<file path="src/eis_pkg.sv">
// eis_pkg: shared types, register indices, field positions and reset values
// of the external interrupt front end.
// assumes a 32-bit APB slave; each byte register sits alone in one aligned word.
package eis_pkg;

  // apb request bundle from the master
  typedef struct packed {
    logic psel;
    logic penable;
    logic pwrite;
    logic [11:0] paddr;
    logic [31:0] pwdata;
  } eis_apb_req_t;

  // apb answer bundle to the master
  typedef struct packed {
    logic [31:0] prdata;
    logic pready;
    logic pslverr;
  } eis_apb_rsp_t;

  // core acceptance side
  typedef struct packed {
    logic iflag;       // global interrupt enable flag
    logic [2:0] processor_priority_level;   // processor_priority_level
    logic accept;      // one-cycle pulse: offered request taken
  } eis_cpu_t;

  // instruction events from the core
  typedef struct packed {
    logic undefined_opcode_instr;
    logic break_instr;
    logic overflow_trap_instr;
    logic overflow_flag;
    logic int_instr;
    logic [5:0] int_num;
  } eis_instr_t;

  // software interrupt kinds reported to the core
  typedef enum logic [2:0] {
    SW_NONE = 3'b000,
    SW_UND = 3'b001,
    SW_OVF = 3'b010,
    SW_BRK = 3'b011,
    SW_INT = 3'b100
  } eis_sw_kind_t;

  // register indices; byte address is four times the index
  localparam logic [9:0] IDX_MODE = 10'h01E;
  localparam logic [9:0] IDX_SEL_THIRD = 10'h205;
  localparam logic [9:0] IDX_SEL_SECOND = 10'h206;
  localparam logic [9:0] IDX_SEL_PRIMARY = 10'h207;
  localparam logic [9:0] IDX_AM_EN_A = 10'h20E;
  localparam logic [9:0] IDX_AM_EN_B = 10'h20F;
  localparam logic [9:0] IDX_AM_TARGET0 = 10'h210;
  localparam logic [9:0] IDX_PORT_CTRL = 10'h366;
  localparam logic [9:0] IDX_NMI_FILTER = 10'h369;
  // control register index per external input 0..7
  localparam logic [9:0] IDX_EXT_CTRL [8] = '{10'h05D, 10'h05E, 10'h05F, 10'h044,
                                              10'h049, 10'h048, 10'h043, 10'h042};

  // control register fields
  localparam int LVL_MSB = 2;
  localparam int FLAG_BIT = 3;
  localparam int POL_BIT = 4;
  localparam int RSV_BIT = 5;
  // primary select fields
  localparam int SHARED_A_BIT = 6;
  localparam int SHARED_B_BIT = 7;
  // mode / port control fields
  localparam int NMI_EN_BIT = 4;
  localparam int IN6_BLOCK_BIT = 5;
  localparam int IN7_BLOCK_BIT = 6;
  localparam int KEY_BLOCK_BIT = 7;
  // software interrupt number split for stack select
  localparam logic [5:0] INT_NUM_STACK_LIMIT = 6'h20;
  // widths and reset values
  localparam int N_EXT = 8;
  localparam int N_SHARED = 10;
  localparam int N_AM = 4;
  localparam logic [7:0] SEL_RESET = 8'h00;
  localparam logic [19:0] AM_TARGET_RESET = 20'h0_0000;

endpackage : eis_pkg

</file>
<file path="src/eis_edge.sv">
// eis_edge: two-flop synchroniser and edge detector for a group of pins.
// assumes pins may change at any time relative to the clock.
`timescale 1ns/100ps
module eis_edge #(
  parameter int W = 8
) (
  // clock and reset
  input wire logic clk_i,
  input wire logic rst_n_i,
  // pins
  input wire logic [W-1:0] pin_i,
  // detected edges as one-cycle pulses, and the synced level
  output logic [W-1:0] rise_o,
  output logic [W-1:0] fall_o,
  output logic [W-1:0] level_o
);
  // all state: first stage, second stage, previous synced value
  typedef struct packed {
    logic [W-1:0] s1;
    logic [W-1:0] s2;
    logic [W-1:0] prev;
  } eis_edge_st_t;

  eis_edge_st_t st;
  eis_edge_st_t next_st;

  // shift pins through; first stage feeds only the second
  always_comb begin
    next_st = st;
    next_st.s1 = pin_i;
    next_st.s2 = st.s1;
    next_st.prev = st.s2;
  end

  // register state; pins idle high after reset
  always_ff @(posedge clk_i) begin
    if (!rst_n_i) begin
      st <= '1;
    end else begin
      st <= next_st;
    end
  end

  // edges from synced stage against its previous value
  assign rise_o = st.s2 & ~st.prev;
  assign fall_o = ~st.s2 & st.prev;
  assign level_o = st.s2;
endmodule : eis_edge

</file>
<file path="src/eis_ctrl.sv">
// eis_ctrl: one interrupt control register with priority, request flag,
// polarity and reserved bit.
// assumes write strobes and set/accept pulses last one cycle.
`timescale 1ns/100ps
module eis_ctrl (
  // clock and reset
  input wire logic clk_i,
  input wire logic rst_n_i,
  // software write
  input wire logic wr_i,
  input wire logic [7:0] wdata_i,
  // hardware events
  input wire logic set_i,
  input wire logic accept_i,
  // register contents
  output logic [7:0] value_o
);
  import eis_pkg::*;

  // all state of the register
  typedef struct packed {
    logic rsv;
    logic edge_polarity;
    logic request_flag;
    logic [2:0] priority_level;
  } eis_ctrl_st_t;

  eis_ctrl_st_t st;
  eis_ctrl_st_t next_st;

  // writes update fields; flag may only be cleared, and a set wins
  always_comb begin
    next_st = st;
    if (wr_i) begin
      next_st.priority_level = wdata_i[LVL_MSB:0];
      next_st.edge_polarity = wdata_i[POL_BIT];
      next_st.rsv = wdata_i[RSV_BIT];
    end
    // clear by a written 0 or by acceptance, set by a request
    next_st.request_flag = set_i |
                           (st.request_flag & ~(wr_i & ~wdata_i[FLAG_BIT]) & ~accept_i);
  end

  // register state
  always_ff @(posedge clk_i) begin
    if (!rst_n_i) begin
      st <= '0;
    end else begin
      st <= next_st;
    end
  end

  // unimplemented top bits read as zero
  assign value_o = {2'b00, st.rsv, st.edge_polarity, st.request_flag, st.priority_level};
endmodule : eis_ctrl

</file>
<file path="src/eis_top.sv">
// eis_top: external interrupt front end with apb registers, edge detection,
// source selection, maskable request offer and special interrupt strobes.
// assumes all inputs are synchronous to SYS_CLK_I except the pins that go
// through the synchroniser; the core pulses accept for one cycle.
`timescale 1ns/100ps
module eis_top (
  // clock and reset
  input wire logic SYS_CLK_I,
  input wire logic RST_N_I,
  // apb slave
  input wire eis_pkg::eis_apb_req_t APB_REQ_I,
  output eis_pkg::eis_apb_rsp_t APB_RSP_O,
  // pins
  input wire logic [7:0] EXTERNAL_IRQ_PIN_I,
  input wire logic NMI_PIN_N_I,
  input wire logic [3:0] KEY_PIN_I,
  // peripheral requests for shared vectors 4 and 5
  input wire logic SERIAL3_REQ_I,
  input wire logic SERIAL4_REQ_I,
  // peripheral pairs for other shared vectors: a when select 0, b when 1; vectors 0 and 1 take b when their select is 1, else nothing
  input wire logic [9:0] PERIPH_A_REQ_I,
  input wire logic [9:0] PERIPH_B_REQ_I,
  // core side
  input wire eis_pkg::eis_cpu_t CPU_I,
  input wire eis_pkg::eis_instr_t INSTR_I,
  input wire logic FETCH_VALID_I,
  input wire logic [19:0] FETCH_ADDR_I,
  // maskable request offered to the core
  output logic IRQ_O,
  output logic [2:0] IRQ_SRC_O,
  output logic [2:0] IRQ_LEVEL_O,
  // special and software interrupts
  output logic NMI_O,
  output logic KEY_IRQ_O,
  output logic ADDR_MATCH_O,
  output logic SW_IRQ_O,
  output eis_pkg::eis_sw_kind_t SW_KIND_O,
  output logic STACK_SELECT_CLEAR_O,
  // routed shared vector requests
  output logic [9:0] SHARED_REQ_O
);
  import eis_pkg::*;

  // all state of the top level
  typedef struct packed {
    logic [7:0] sel_primary;
    logic [7:0] sel_second;
    logic [7:0] sel_third;
    logic nmi_enable_sticky;
    logic [2:0] nmi_filter_setting;
    logic [2:0] port_ctrl;           // key, in7, in6 block
    logic [1:0] addr_match_enable_a;
    logic [1:0] addr_match_enable_b;
    logic [N_AM-1:0][19:0] addr_match_target;
    eis_apb_rsp_t rsp;
    logic irq;
    logic [2:0] src;
    logic [2:0] lvl;
    logic nmi;
    logic key;
    logic am;
    logic sw;
    eis_sw_kind_t kind;
    logic u_clr;
    logic [9:0] shared;
  } eis_top_st_t;

  eis_top_st_t st;
  eis_top_st_t next_st;

  // index decoded from the byte address
  function automatic logic [9:0] addr_index(input logic [11:0] a);
    addr_index = a[11:2];
  endfunction : addr_index

  // true when a word is one of the four match targets
  function automatic logic am_hit(input logic [9:0] idx, input int k);
    am_hit = (idx == IDX_AM_TARGET0 + 10'(4 * k));
  endfunction : am_hit

  // apb phases
  logic access;        // access phase, answer pending
  logic wr_now;        // write takes effect this edge
  logic [9:0] idx;     // register index of the transfer
  assign access = APB_REQ_I.psel & APB_REQ_I.penable;
  assign wr_now = access & APB_REQ_I.pwrite & st.rsp.pready;
  assign idx = addr_index(APB_REQ_I.paddr);

  // synchronised pins
  logic [7:0] ext_rise;
  logic [7:0] ext_fall;
  logic [7:0] ext_lvl;
  logic [5:0] misc_rise;
  logic [5:0] misc_fall;
  logic [5:0] misc_lvl;

  eis_edge #(.W(8)) u_ext_edge (
    .clk_i(SYS_CLK_I),
    .rst_n_i(RST_N_I),
    .pin_i(EXTERNAL_IRQ_PIN_I),
    .rise_o(ext_rise),
    .fall_o(ext_fall),
    .level_o(ext_lvl)
  );

  // nmi pin, key pins, and one spare tied high
  eis_edge #(.W(6)) u_misc_edge (
    .clk_i(SYS_CLK_I),
    .rst_n_i(RST_N_I),
    .pin_i({1'b1, KEY_PIN_I, NMI_PIN_N_I}),
    .rise_o(misc_rise),
    .fall_o(misc_fall),
    .level_o(misc_lvl)
  );

  // per-source set events and control register contents
  logic [7:0] both_edge;
  logic [7:0] ext_set;
  logic [7:0] ctrl_set;
  logic [7:0] ctrl_wr;
  logic [7:0] ctrl_acc;
  logic [7:0][7:0] ctrl_val;

  // both-edge selects for inputs 0..5 and 6,7
  assign both_edge = {st.sel_third[1:0], st.sel_primary[5:0]};

  // qualifying edge per input, with analog blocking of inputs 6 and 7
  always_comb begin
    for (int i = 0; i < N_EXT; i++) begin
      if (both_edge[i]) begin
        ext_set[i] = ext_rise[i] | ext_fall[i];
      end else if (ctrl_val[i][POL_BIT]) begin
        ext_set[i] = ext_rise[i];
      end else begin
        ext_set[i] = ext_fall[i];
      end
    end
    if (st.port_ctrl[0]) begin
      ext_set[6] = 1'b0;
    end
    if (st.port_ctrl[1]) begin
      ext_set[7] = 1'b0;
    end
  end

  // shared vectors 4 and 5 take the serial units unless inputs are selected
  always_comb begin
    ctrl_set = ext_set;
    ctrl_set[4] = st.sel_primary[SHARED_A_BIT] ? ext_set[4] : SERIAL3_REQ_I;
    ctrl_set[5] = st.sel_primary[SHARED_B_BIT] ? ext_set[5] : SERIAL4_REQ_I;
  end

  // control registers for the eight external sources
  for (genvar g = 0; g < N_EXT; g++) begin : g_ctrl
    assign ctrl_wr[g] = wr_now & (idx == IDX_EXT_CTRL[g]);
    assign ctrl_acc[g] = CPU_I.accept & st.irq & (st.src == 3'(g));
    eis_ctrl u_ctrl (
      .clk_i(SYS_CLK_I),
      .rst_n_i(RST_N_I),
      .wr_i(ctrl_wr[g]),
      .wdata_i(APB_REQ_I.pwdata[7:0]),
      .set_i(ctrl_set[g]),
      .accept_i(ctrl_acc[g]),
      .value_o(ctrl_val[g])
    );
  end

  // shared vector select per routed pair
  logic [9:0] route_sel;
  logic [9:0] route_on;
  assign route_sel = {st.sel_second[7:4], st.sel_third[6:3], 2'b11};
  assign route_on = {8'hFF, st.sel_second[3:2]};

  // read data for the addressed register
  logic [31:0] rdata;
  logic rhit;
  always_comb begin
    rdata = '0;
    rhit = 1'b1;
    unique case (idx)
      IDX_MODE: rdata[NMI_EN_BIT] = st.nmi_enable_sticky;
      IDX_SEL_PRIMARY: rdata[7:0] = st.sel_primary;
      IDX_SEL_SECOND: rdata[7:0] = st.sel_second;
      IDX_SEL_THIRD: rdata[7:0] = st.sel_third;
      IDX_AM_EN_A: rdata[1:0] = st.addr_match_enable_a;
      IDX_AM_EN_B: rdata[1:0] = st.addr_match_enable_b;
      IDX_PORT_CTRL: rdata[7:5] = st.port_ctrl;
      IDX_NMI_FILTER: rdata[2:0] = st.nmi_filter_setting;
      default: rhit = 1'b0;
    endcase
    for (int i = 0; i < N_EXT; i++) begin
      if (idx == IDX_EXT_CTRL[i]) begin
        rdata[7:0] = ctrl_val[i];
        rhit = 1'b1;
      end
    end
    for (int k = 0; k < N_AM; k++) begin
      if (am_hit(idx, k)) begin
        rdata[19:0] = st.addr_match_target[k];
        rhit = 1'b1;
      end
    end
  end

  // highest eligible source; ties go to the lower index
  logic cand;
  logic [2:0] cand_src;
  logic [2:0] cand_lvl;
  always_comb begin
    cand = 1'b0;
    cand_src = '0;
    cand_lvl = '0;
    for (int i = 0; i < N_EXT; i++) begin
      if (ctrl_val[i][FLAG_BIT] && ctrl_val[i][LVL_MSB:0] > CPU_I.processor_priority_level &&
          ctrl_val[i][LVL_MSB:0] > cand_lvl) begin
        cand = 1'b1;
        cand_src = 3'(i);
        cand_lvl = ctrl_val[i][LVL_MSB:0];
      end
    end
  end

  // next state: registers, apb answer and all outputs
  always_comb begin
    next_st = st;
    // apb: one wait state, answer on the second access cycle
    next_st.rsp.pready = access & ~st.rsp.pready;
    next_st.rsp.prdata = (access & ~st.rsp.pready) ? rdata : '0;
    next_st.rsp.pslverr = access & ~st.rsp.pready & ~rhit;
    if (wr_now) begin
      unique case (idx)
        IDX_SEL_PRIMARY: next_st.sel_primary = APB_REQ_I.pwdata[7:0];
        IDX_SEL_SECOND: next_st.sel_second = APB_REQ_I.pwdata[7:0];
        IDX_SEL_THIRD: next_st.sel_third = APB_REQ_I.pwdata[7:0];
        IDX_AM_EN_A: next_st.addr_match_enable_a = APB_REQ_I.pwdata[1:0];
        IDX_AM_EN_B: next_st.addr_match_enable_b = APB_REQ_I.pwdata[1:0];
        IDX_PORT_CTRL: next_st.port_ctrl = APB_REQ_I.pwdata[7:5];
        IDX_NMI_FILTER: next_st.nmi_filter_setting = APB_REQ_I.pwdata[2:0];
        // a written 0 leaves the enable set
        IDX_MODE: next_st.nmi_enable_sticky = st.nmi_enable_sticky |
                                              APB_REQ_I.pwdata[NMI_EN_BIT];
        // match targets are written below and control words in g_ctrl; others are refused
        default: ;
      endcase
      for (int k = 0; k < N_AM; k++) begin
        if (am_hit(idx, k)) begin
          next_st.addr_match_target[k] = APB_REQ_I.pwdata[19:0];
        end
      end
    end
    // maskable request offered while enabled and not being accepted
    next_st.irq = cand & CPU_I.iflag & ~(CPU_I.accept & st.irq);
    next_st.src = cand_src;
    next_st.lvl = cand_lvl;
    // nmi on a falling pin once the nmi enable is set, independent of iflag
    next_st.nmi = st.nmi_enable_sticky & misc_fall[0];
    // key inputs fire on a falling key unless blocked
    next_st.key = ~st.port_ctrl[2] & (|misc_fall[4:1]);
    // address match one cycle after the enabled matching fetch
    next_st.am = 1'b0;
    for (int k = 0; k < N_AM; k++) begin
      if (FETCH_VALID_I && FETCH_ADDR_I == st.addr_match_target[k] &&
          (k < 2 ? st.addr_match_enable_a[k % 2] : st.addr_match_enable_b[k % 2])) begin
        next_st.am = 1'b1;
      end
    end
    // software interrupts, undefined and break first
    next_st.sw = 1'b1;
    next_st.u_clr = 1'b0;
    if (INSTR_I.undefined_opcode_instr) begin
      next_st.kind = SW_UND;
    end else if (INSTR_I.break_instr) begin
      next_st.kind = SW_BRK;
    end else if (INSTR_I.overflow_trap_instr && INSTR_I.overflow_flag) begin
      next_st.kind = SW_OVF;
    end else if (INSTR_I.int_instr) begin
      next_st.kind = SW_INT;
      next_st.u_clr = INSTR_I.int_num < INT_NUM_STACK_LIMIT;
    end else begin
      next_st.kind = SW_NONE;
      next_st.sw = 1'b0;
    end
    // routed shared vectors
    for (int v = 0; v < N_SHARED; v++) begin
      next_st.shared[v] = route_on[v] &
                          (route_sel[v] ? PERIPH_B_REQ_I[v] : PERIPH_A_REQ_I[v]);
    end
  end

  // register state
  always_ff @(posedge SYS_CLK_I) begin
    if (!RST_N_I) begin
      st <= '0;
      st.sel_primary <= SEL_RESET;
      st.sel_second <= SEL_RESET;
      st.sel_third <= SEL_RESET;
      st.addr_match_target <= {N_AM{AM_TARGET_RESET}};
      st.kind <= SW_NONE;
    end else begin
      st <= next_st;
    end
  end

  // outputs straight from state
  assign APB_RSP_O = st.rsp;
  assign IRQ_O = st.irq;
  assign IRQ_SRC_O = st.src;
  assign IRQ_LEVEL_O = st.lvl;
  assign NMI_O = st.nmi;
  assign KEY_IRQ_O = st.key;
  assign ADDR_MATCH_O = st.am;
  assign SW_IRQ_O = st.sw;
  assign SW_KIND_O = st.kind;
  assign STACK_SELECT_CLEAR_O = st.u_clr;
  assign SHARED_REQ_O = st.shared;

  // checks
  property p_lvl_nonzero;
    @(posedge SYS_CLK_I) disable iff (!RST_N_I) IRQ_O |-> IRQ_LEVEL_O != 3'b000;
  endproperty
  a_lvl_nonzero: assert property (p_lvl_nonzero) else $error("zero level offered");
  property p_offer_cond;
    @(posedge SYS_CLK_I) disable iff (!RST_N_I)
      IRQ_O |-> $past(CPU_I.iflag) && IRQ_LEVEL_O > $past(CPU_I.processor_priority_level);
  endproperty
  a_offer_cond: assert property (p_offer_cond) else $error("offer not qualified");
  property p_accept_clear;
    @(posedge SYS_CLK_I) disable iff (!RST_N_I)
      (CPU_I.accept && IRQ_O && !ctrl_set[IRQ_SRC_O]) |=> !ctrl_val[$past(IRQ_SRC_O)][FLAG_BIT];
  endproperty
  a_accept_clear: assert property (p_accept_clear) else $error("flag kept after accept");
  property p_no_sw_set;
    @(posedge SYS_CLK_I) disable iff (!RST_N_I)
      (ctrl_wr[0] && !ctrl_val[0][FLAG_BIT] && !ctrl_set[0]) |=> !ctrl_val[0][FLAG_BIT];
  endproperty
  a_no_sw_set: assert property (p_no_sw_set) else $error("flag set by write");
  property p_edge_sets;
    @(posedge SYS_CLK_I) disable iff (!RST_N_I) ext_set[0] |=> ctrl_val[0][FLAG_BIT];
  endproperty
  a_edge_sets: assert property (p_edge_sets) else $error("edge lost");
  property p_nmi_sticky;
    @(posedge SYS_CLK_I) disable iff (!RST_N_I) st.nmi_enable_sticky |=> st.nmi_enable_sticky;
  endproperty
  a_nmi_sticky: assert property (p_nmi_sticky) else $error("nmi enable dropped");
  property p_nmi_fall;
    @(posedge SYS_CLK_I) disable iff (!RST_N_I)
      (misc_fall[0] && st.nmi_enable_sticky) |=> NMI_O ##1 !NMI_O;
  endproperty
  a_nmi_fall: assert property (p_nmi_fall) else $error("nmi not pulsed");
  property p_in6_block;
    @(posedge SYS_CLK_I) disable iff (!RST_N_I) st.port_ctrl[0] |-> !ext_set[6];
  endproperty
  a_in6_block: assert property (p_in6_block) else $error("blocked input fired");
  property p_overflow;
    @(posedge SYS_CLK_I) disable iff (!RST_N_I)
      (INSTR_I.overflow_trap_instr && !INSTR_I.overflow_flag && !INSTR_I.int_instr &&
       !INSTR_I.undefined_opcode_instr && !INSTR_I.break_instr) |=> !SW_IRQ_O;
  endproperty
  a_overflow: assert property (p_overflow) else $error("overflow trap without flag");
  property p_stack_sel;
    @(posedge SYS_CLK_I) disable iff (!RST_N_I)
      STACK_SELECT_CLEAR_O |-> SW_KIND_O == SW_INT && $past(INSTR_I.int_num) < 6'd32;
  endproperty
  a_stack_sel: assert property (p_stack_sel) else $error("stack clear wrong");
  c_accept: cover property (@(posedge SYS_CLK_I) disable iff (!RST_N_I) IRQ_O && CPU_I.accept);
  c_nmi: cover property (@(posedge SYS_CLK_I) disable iff (!RST_N_I) NMI_O);
  c_am: cover property (@(posedge SYS_CLK_I) disable iff (!RST_N_I) ADDR_MATCH_O);
endmodule : eis_top

</file>
<file path="config.mk">
export PLATFORM = sky130hd
export DESIGN_NAME = eis_top
export DESIGN_NICKNAME = d
export VERILOG_FILES = /design/src/eis_pkg.sv /design/src/eis_edge.sv /design/src/eis_ctrl.sv /design/src/eis_top.sv
export SDC_FILE = /design/constraint.sdc
export NUM_CORES = 1
export LEC_CHECK = 0
export CORE_AREA = 2 2 175 143
export CTS_CLUSTER_DIAMETER = 120
export DETAILED_ROUTE_END_ITERATION = 8
export DIE_AREA = 0 0 177 145
export DONT_BUFFER_PORTS = 1
export GPL_TIMING_DRIVEN = 0
export PLACE_DENSITY = 0.71
export SLEW_MARGIN = 0
export SYNTH_ARGS = -nofsm -noshare
export SYNTH_HDL_FRONTEND = slang
export SYNTH_SLANG_ARGS = --single-unit
</file>
<file path="constraint.sdc">
create_clock -name SYS_CLK_I -period 11.5 [get_ports SYS_CLK_I]
set_clock_uncertainty 0.15 [all_clocks]
set_input_delay 2.875 -clock SYS_CLK_I [delete_from_list [all_inputs] [get_ports SYS_CLK_I]]
set_output_delay 2.875 -clock SYS_CLK_I [all_outputs]
set_load 0.05 [all_outputs]
</file>
==> flow_summary.ini, run 1 <==
[outcome]
status = finished, final reports clean

[cells_and_area]
fin_area_um2 = 14500
final_nets = 1739
syn_to_final_growth_pct = 13.5
fillCellCount = 2100
multiInputGateArea_um2 = 7100
seqCellArea_um2 = 4980
drive_above_1_share_pct = 12.2

[timing]
finalSetupViolCount = 0
slew_violations = 0
fmax_mhz = 88.8
hold_viol = 0
min_period_ns = 11.26
slew_headroom_pct = 21.0
hold_ws_ns = 0.255
finalCritPeriodShare_pct = 97.9
worstMarginPinSlew_ns = 1.17

[detailed_routing]
viasPerCell = 5.94
drtAntennaViolNets = 0
drtIter0Drc = 1320
num_vias = 11300
first_pass_iters = 6
route.detailed.drc = 0
wl_per_cell_um = 22.3
totalWireLength_um = 42400

[worst_setup_path]
rrSetupSlack_ns = 2.02
slowest_stage = mux2_4
worstSetupPathType = in2reg
timing.rr.start = g_ctrl[0].u_ctrl.value_o[2]$_SDFFE_PN0P_
crit_path_end = IRQ_O$_SDFF_PN0_
crit_fanout = 8
critPathRequiredTime_ns = 11.77
worstReg2RegEnd = IRQ_O$_SDFF_PN0_
slowest_delay_ns = 0.34
crit_arrival_ns = 11.53
r2r_cells = 45
end_kind = flop
worstSetupStartpointType = input pin
crit_path_start = CPU_I[3]

[die]
dieArea_um2 = 25700
core_um2 = 23900
boundaryPins = 180
fp.dieH_um = 145
start_util_pct = 53.3
core.rowCount = 51
fp.dieW_um = 177

[synthesis]
synth_enable_flop_cells = 0
async_flop_share_pct = 0
synth_flop_cell = dfxtp_1
synth_top_area_share_pct = 39.1
synth_cell_types = 71
yosysTopAreaCell = dfxtp_1
syn_inst = 1503
synth_area_leaders = dfxtp_1 39%, nand2_1 7.1%, mux2i_1 6.0%
syn_avg_cell_area_um2 = 8.49
syn_area_um2 = 12800
ys_warn_count = 0
ys_seq_area_share_pct = 39.1
synth_seq_cells = 249

[clock_tree]
htreeDepth = 1
cts_tree = yes
clock_path_buffers = 3
path_clk_slew_ns = 0.06
clk_latency_ns = 0.53
cts-root-buf = clkbuf_16
hold_buffers = 0
cts_num_sinks = 249
cts_buffers = 25

[pwr]
seqPwrFrac_pct = 46.2
ir_worst_vdd_v = 0.000116
p_switching_uw = 452
total_power_mw = 1.91
p_clk_share_pct = 46.9
p_sw_share_pct = 23.7
powerDensity_nw_per_um2 = 132
leakagePower_nw = 5.48
power_frac_comb_pct = 6.9
p_int_mw = 1.45

[grt]
grt_pass1_wl_um = 63200
grt_antenna_before_repair = 1
grt_use_total_pct = 32.3
grt_max_degree = 15
grt_pass1_vias = 10500
grt-ovfl-total = 0

[placement]
place_congestion = 1.02
port_buffers = 0
hpwl_um = 31400
placed_area_um2 = 13300

[job]
maxCapViolations = 0

[min_path]
hold_path_class = reg2reg
hold_path_depth = 1
min_from = u_misc_edge.next_st[7]$_SDFF_PN1_
## power by group through the flow
stage	clock network [mW]	logic, mW	registers, mW
floorplan	0	0.0921	0.896
global placement	0	0.125	0.898
detailed placement	0	0.127	0.899
CTS	0.900	0.128	0.879
global route	0.935	0.139	0.880
finish	0.894	0.132	0.880
## layer usage
| layer | wire length, um | vias up | track usage [%] |
|---|---|---|---|
| met5 | 0 | - | 0 |
| met4 | 1280 | 0 | 7.85 |
| met3 | 5070 | 90 | 8.86 |
| met2 | 17500 | 652 | 46.0 |
| met1 | 18500 | 5302 | 47.8 |
| li1 | - | 5237 | - |
## logic make-up after synthesis
kind of cell	count (synthesis)	synth area share [%]
compound gates	263	12.6
xor+xnor	80	5.49
fa+ha+maj	58	5.66
buf+inv	195	7.38
flops	249	39.1
mux	109	10.0
other cells	1	0.0294
simple gates	548	19.7
## cell usage in the layout, fill, tap and decap left out, drive strengths merged, types with 6 or more instances in the layout
master,netlist,final
o221ai,7,7
conb,1,12
xor2,20,20
dfxtp,249,249
nor3,22,22
clkinv,0,6
a211oi,7,7
xnor2,60,60
mux4,13,13
nand2,242,242
clkbuf,86,117
nand4,21,21
nor2,113,113
a21oi,137,137
a221oi,6,6
a22oi,14,14
or3,8,8
nand2b,38,38
a31oi,13,13
ha,56,56
o21ai,38,38
and3,19,19
inv,46,45
nand3,39,39
mux2i,77,77
buf,63,84
nor4,16,16
mux2,19,19
nor2b,14,14
bufinv,0,6
o22ai,8,8
## stage by stage
| stage | setup slack [ns] | cells | setup TNS, ns | utilization [%] |
|---|---|---|---|---|
| after global placement | -0.899 | 1832 | -5.15 | 55.7 |
| after floorplan | 0.0189 | 1514 | 0 | - |
| final | 0.238 | 1900 | 0 | 60.5 |
| after detailed placement | -1.00 | 1833 | -5.86 | 55.7 |
| after CTS | 0.00207 | 1887 | 0 | 59.8 |
| after global routing | -0.176 | 1899 | -0.622 | 60.5 |
## sequential cells by signal, indices dropped and copies added (netlist names), 8 cells and up
register	count
u_ext_edge.next_st	8
APB_RSP_O	22
SHARED_REQ_O	10
u_ext_edge.st	8
st	97
route_sel	8
both_edge	8
g_ctrl.u_ctrl.value_o	48
u_ext_edge.level_o	8
## worst min path at each step
| stage | end | slack, ns |
|---|---|---|
| after floorplan | u_ext_edge.level_o[0]$_SDFF_PN1_ | 0.24 |
| after global placement | u_misc_edge.level_o[1]$_SDFF_PN1_ | 0.24 |
| after detailed placement | u_misc_edge.level_o[1]$_SDFF_PN1_ | 0.24 |
| after CTS | u_misc_edge.level_o[1]$_SDFF_PN1_ | 0.26 |
| after global routing | u_ext_edge.level_o[1]$_SDFF_PN1_ | 0.27 |
| final | u_misc_edge.level_o[1]$_SDFF_PN1_ | 0.26 |
## cell usage after synthesis (8+ instances only)
master and count:
inv_1 45, mux2i_1 77, nand4_1 21, nand3_1 39, a22oi_1 14, nor3_1 20
xor2_1 20, and3_1 19, buf_4 53, nand2b_1 38, clkbuf_1 86, mux2_2 19
nor2b_1 14, o22ai_1 8, nor2_1 113, a21oi_1 137, dfxtp_1 249, or3_1 8
mux4_2 13, xnor2_1 60, nor4_1 14, ha_1 56, o21ai_0 36, a31oi_1 12
nand2_1 242
## worst max-delay path: cells and delay by family
family / cells / cell delay, ns
fa+ha+maj: 10 / 2.79
mux: 4 / 1.21
buf+inv: 3 / 0.29
simple gates: 14 / 1.80
compound gates: 15 / 2.54
## area by class of cell
| cell class | count | share of cell area [%] |
|---|---|---|
| inverter | 46 | 1.24 |
| buffer | 149 | 5.31 |
| clock buffer | 31 | 4.54 |
| multi-input combinational | 1070 | 49.0 |
| clock inverter | 15 | 1.62 |
| antenna | 1 | 0.0173 |
| timing repair buffer | 21 | 1.12 |
| sequential | 249 | 34.4 |
| tap | 318 | 2.75 |
## timing repair
item,4_1_cts,5_1_grt
buffers inserted,8,12
resized for setup,2,18
pin swaps,3,16
setup endpoints to repair,7,7
Power figures use the tool's default switching activity.
==> run 2: changes to the inputs <==
Settings changed: MAX_ROUTING_LAYER from default to met4.
Clock period 11.5 ns to 10.1 ns, I/O delays scaled along.
==> run 2 against run 1 <==
Effect of this change: the flow now finishes with violations (setup timing); sequential power is 14% higher; final area grew 1.4%; count of clock-buffer cells in the layout rose by 7; global-route usage rose by 2.4 points; register-to-register slack got worse by 1.3 ns; wire length up 3.8%; critical endpoint unchanged; sequential share of layout area fell by 0.49 points; critical path depth did not move; first-iteration DRC count increased by 0.61%; final cell count rose by 0.37%; hold slack about the same; core utilization is 0.87 points higher.
==> flow_summary.ini, run 2 (same netlist as run 1, synthesis figures left out) <==
[worst_setup_path]
r2r_cells = 45
crit_path_start = CPU_I[3]
crit_path_end = IRQ_O$_SDFF_PN0_
critPathRequiredTime_ns = 10.38
end_kind = flop
cp.depth = 46
worstSetupStartpointType = input pin
worstReg2RegEnd = IRQ_O$_SDFF_PN0_
crit_fanout = 5
slowest_stage = mux2_4
rrSetupSlack_ns = 0.70
cp_num_buf_inv = 3
timing.rr.start = g_ctrl[0].u_ctrl.value_o[2]$_SDFFE_PN0P_
slowest_delay_ns = 0.34
crit_top_cell = ha_4
worstSetupPathType = in2reg
path_delay_family = adder cells
crit_arrival_ns = 11.07

[detailed_routing]
drtIter0Drc = 1328
drtAntennaViolNets = 0
first_pass_iters = 6
route.detailed.drc = 0
num_vias = 11400
wl_per_cell_um = 23.1
viasPerCell = 5.99
totalWireLength_um = 44000

[clock_tree]
clk_latency_ns = 0.55
cts_buffers = 26
cts_num_sinks = 249
clock_path_buffers = 3
cts_tree = yes
path_clk_slew_ns = 0.06
htreeDepth = 1
cts-root-buf = clkbuf_16

[min_path]
hold_path_class = reg2reg
hold_path_depth = 1

[cells_and_area]
utilization_pct = 61.4
final_common_cell = dfxtp_1
final_nets = 1747
drive_above_1_share_pct = 14.2
mostFrequentLayoutCells = 249 x dfxtp_1, 237 x nand2_1, 132 x a21oi_1, 109 x nor2_1, 87 x clkbuf_1
max_flop_register = st
largest_reg_flops = 97
fin_area_um2 = 14700
syn_to_final_growth_pct = 15.2

[job]
maxCapViolations = 0

[outcome]
status = finished, violations left
violations = setup timing

[grt]
grt_max_degree = 14
grt_pass1_wl_um = 65800
grt-ovfl-total = 0
grt_antenna_before_repair = 1
grt_pass1_vias = 11000
grt_use_total_pct = 34.7

[placement]
place_congestion = 1.02
port_buffers = 0
placed_area_um2 = 13400
hpwl_um = 32400

[timing]
worstMarginPinSlew_ns = 1.15
min_period_ns = 10.79
finalSetupViolCount = 7
fmax_mhz = 92.7
slew_violations = 0
finalCritPeriodShare_pct = 107
rsz0062_at_grt = true
fin_ws_ns = -0.685
slew_headroom_pct = 23.0
hold_viol = 0

[pwr]
leakagePower_nw = 5.54
ir_worst_vdd_v = 0.000116
powerDensity_nw_per_um2 = 147
total_power_mw = 2.17

[die]
fp.dieH_um = 145
dieArea_um2 = 25700
core_um2 = 23900
start_util_pct = 53.3
core.rowCount = 51
boundaryPins = 180
fp.dieW_um = 177
[run 2: cell count changes in the layout (fill, tap and decap cells not counted), sizes merged]
| cell | before | now |
|---|---|---|
| bufinv | 6 | 2 |
| inv | 45 | 44 |
| clkinv | 6 | 2 |
| clkbuf | 117 | 124 |
| clkinvlp | 4 | 5 |
| buf | 84 | 91 |
| diode | 1 | 2 |
[run 2: area by class of cell]
type                    instances  area, um2
fillers                      2116       9240
multi-input cells            1070       7240
flip-flops and latches        249       4980
clock buffers                  38        817
plain buffers                 148        758
well taps                     318        398
repair buffers                 29        221
inverters                      46        180
clock inverters                 7       92.6
diodes                          2       5.00
[run 2: per-stage QoR]
| step | TNS (ns) | hold slack [ns] | setup slack (ns) | cells |
|---|---|---|---|---|
| 2_1_floorplan | -6.17 | 0.236 | -1.02 | 1514 |
| 3_3_place_gp | -11.91 | 0.239 | -1.87 | 1832 |
| 3_5_place_dp | -13.33 | 0.241 | -2.08 | 1832 |
| 4_1_cts | -3.45 | 0.255 | -0.571 | 1896 |
| 5_1_grt | -6.48 | 0.268 | -1.00 | 1906 |
| 6_report | -4.22 | 0.255 | -0.685 | 1907 |
[run 2: power breakdown]
group          switching, mW  leakage (nW)  internal, mW
Sequential           0.00836          2.02         0.993
Clock                  0.404         0.442         0.608
Combinational          0.109          3.08        0.0447
[run 2: worst min-delay path by stage]
stage                                             from                                 to  slack, ns
detailed placement  u_misc_edge.next_st[10]$_SDFF_PN1_  u_misc_edge.level_o[4]$_SDFF_PN1_       0.24
global placement     u_misc_edge.next_st[6]$_SDFF_PN1_  u_misc_edge.level_o[0]$_SDFF_PN1_       0.24
floorplan             u_ext_edge.next_st[8]$_SDFF_PN1_   u_ext_edge.level_o[0]$_SDFF_PN1_       0.24
finish              u_misc_edge.next_st[10]$_SDFF_PN1_  u_misc_edge.level_o[4]$_SDFF_PN1_       0.26
global route         u_misc_edge.next_st[6]$_SDFF_PN1_  u_misc_edge.level_o[0]$_SDFF_PN1_       0.27
CTS                 u_misc_edge.next_st[10]$_SDFF_PN1_  u_misc_edge.level_o[4]$_SDFF_PN1_       0.26
[run 2: metal layers]
layer | vias to the layer above | share of wire (%) | global-route usage, %
li1 | 5251 | - | -
met5 | - | 0 | -
met3 | 96 | 12 | 9.07
met2 | 683 | 41 | 47.4
met4 | 0 | 2.6 | 9.30
met1 | 5387 | 44 | 50.2
[run 2: repair_timing]
item	4_1_cts	5_1_grt
setup endpoints to repair	7	7
hold buffers	0	0
cloned	0	0
pin swaps	22	12
gates resized for setup	19	26
buffers inserted	19	10
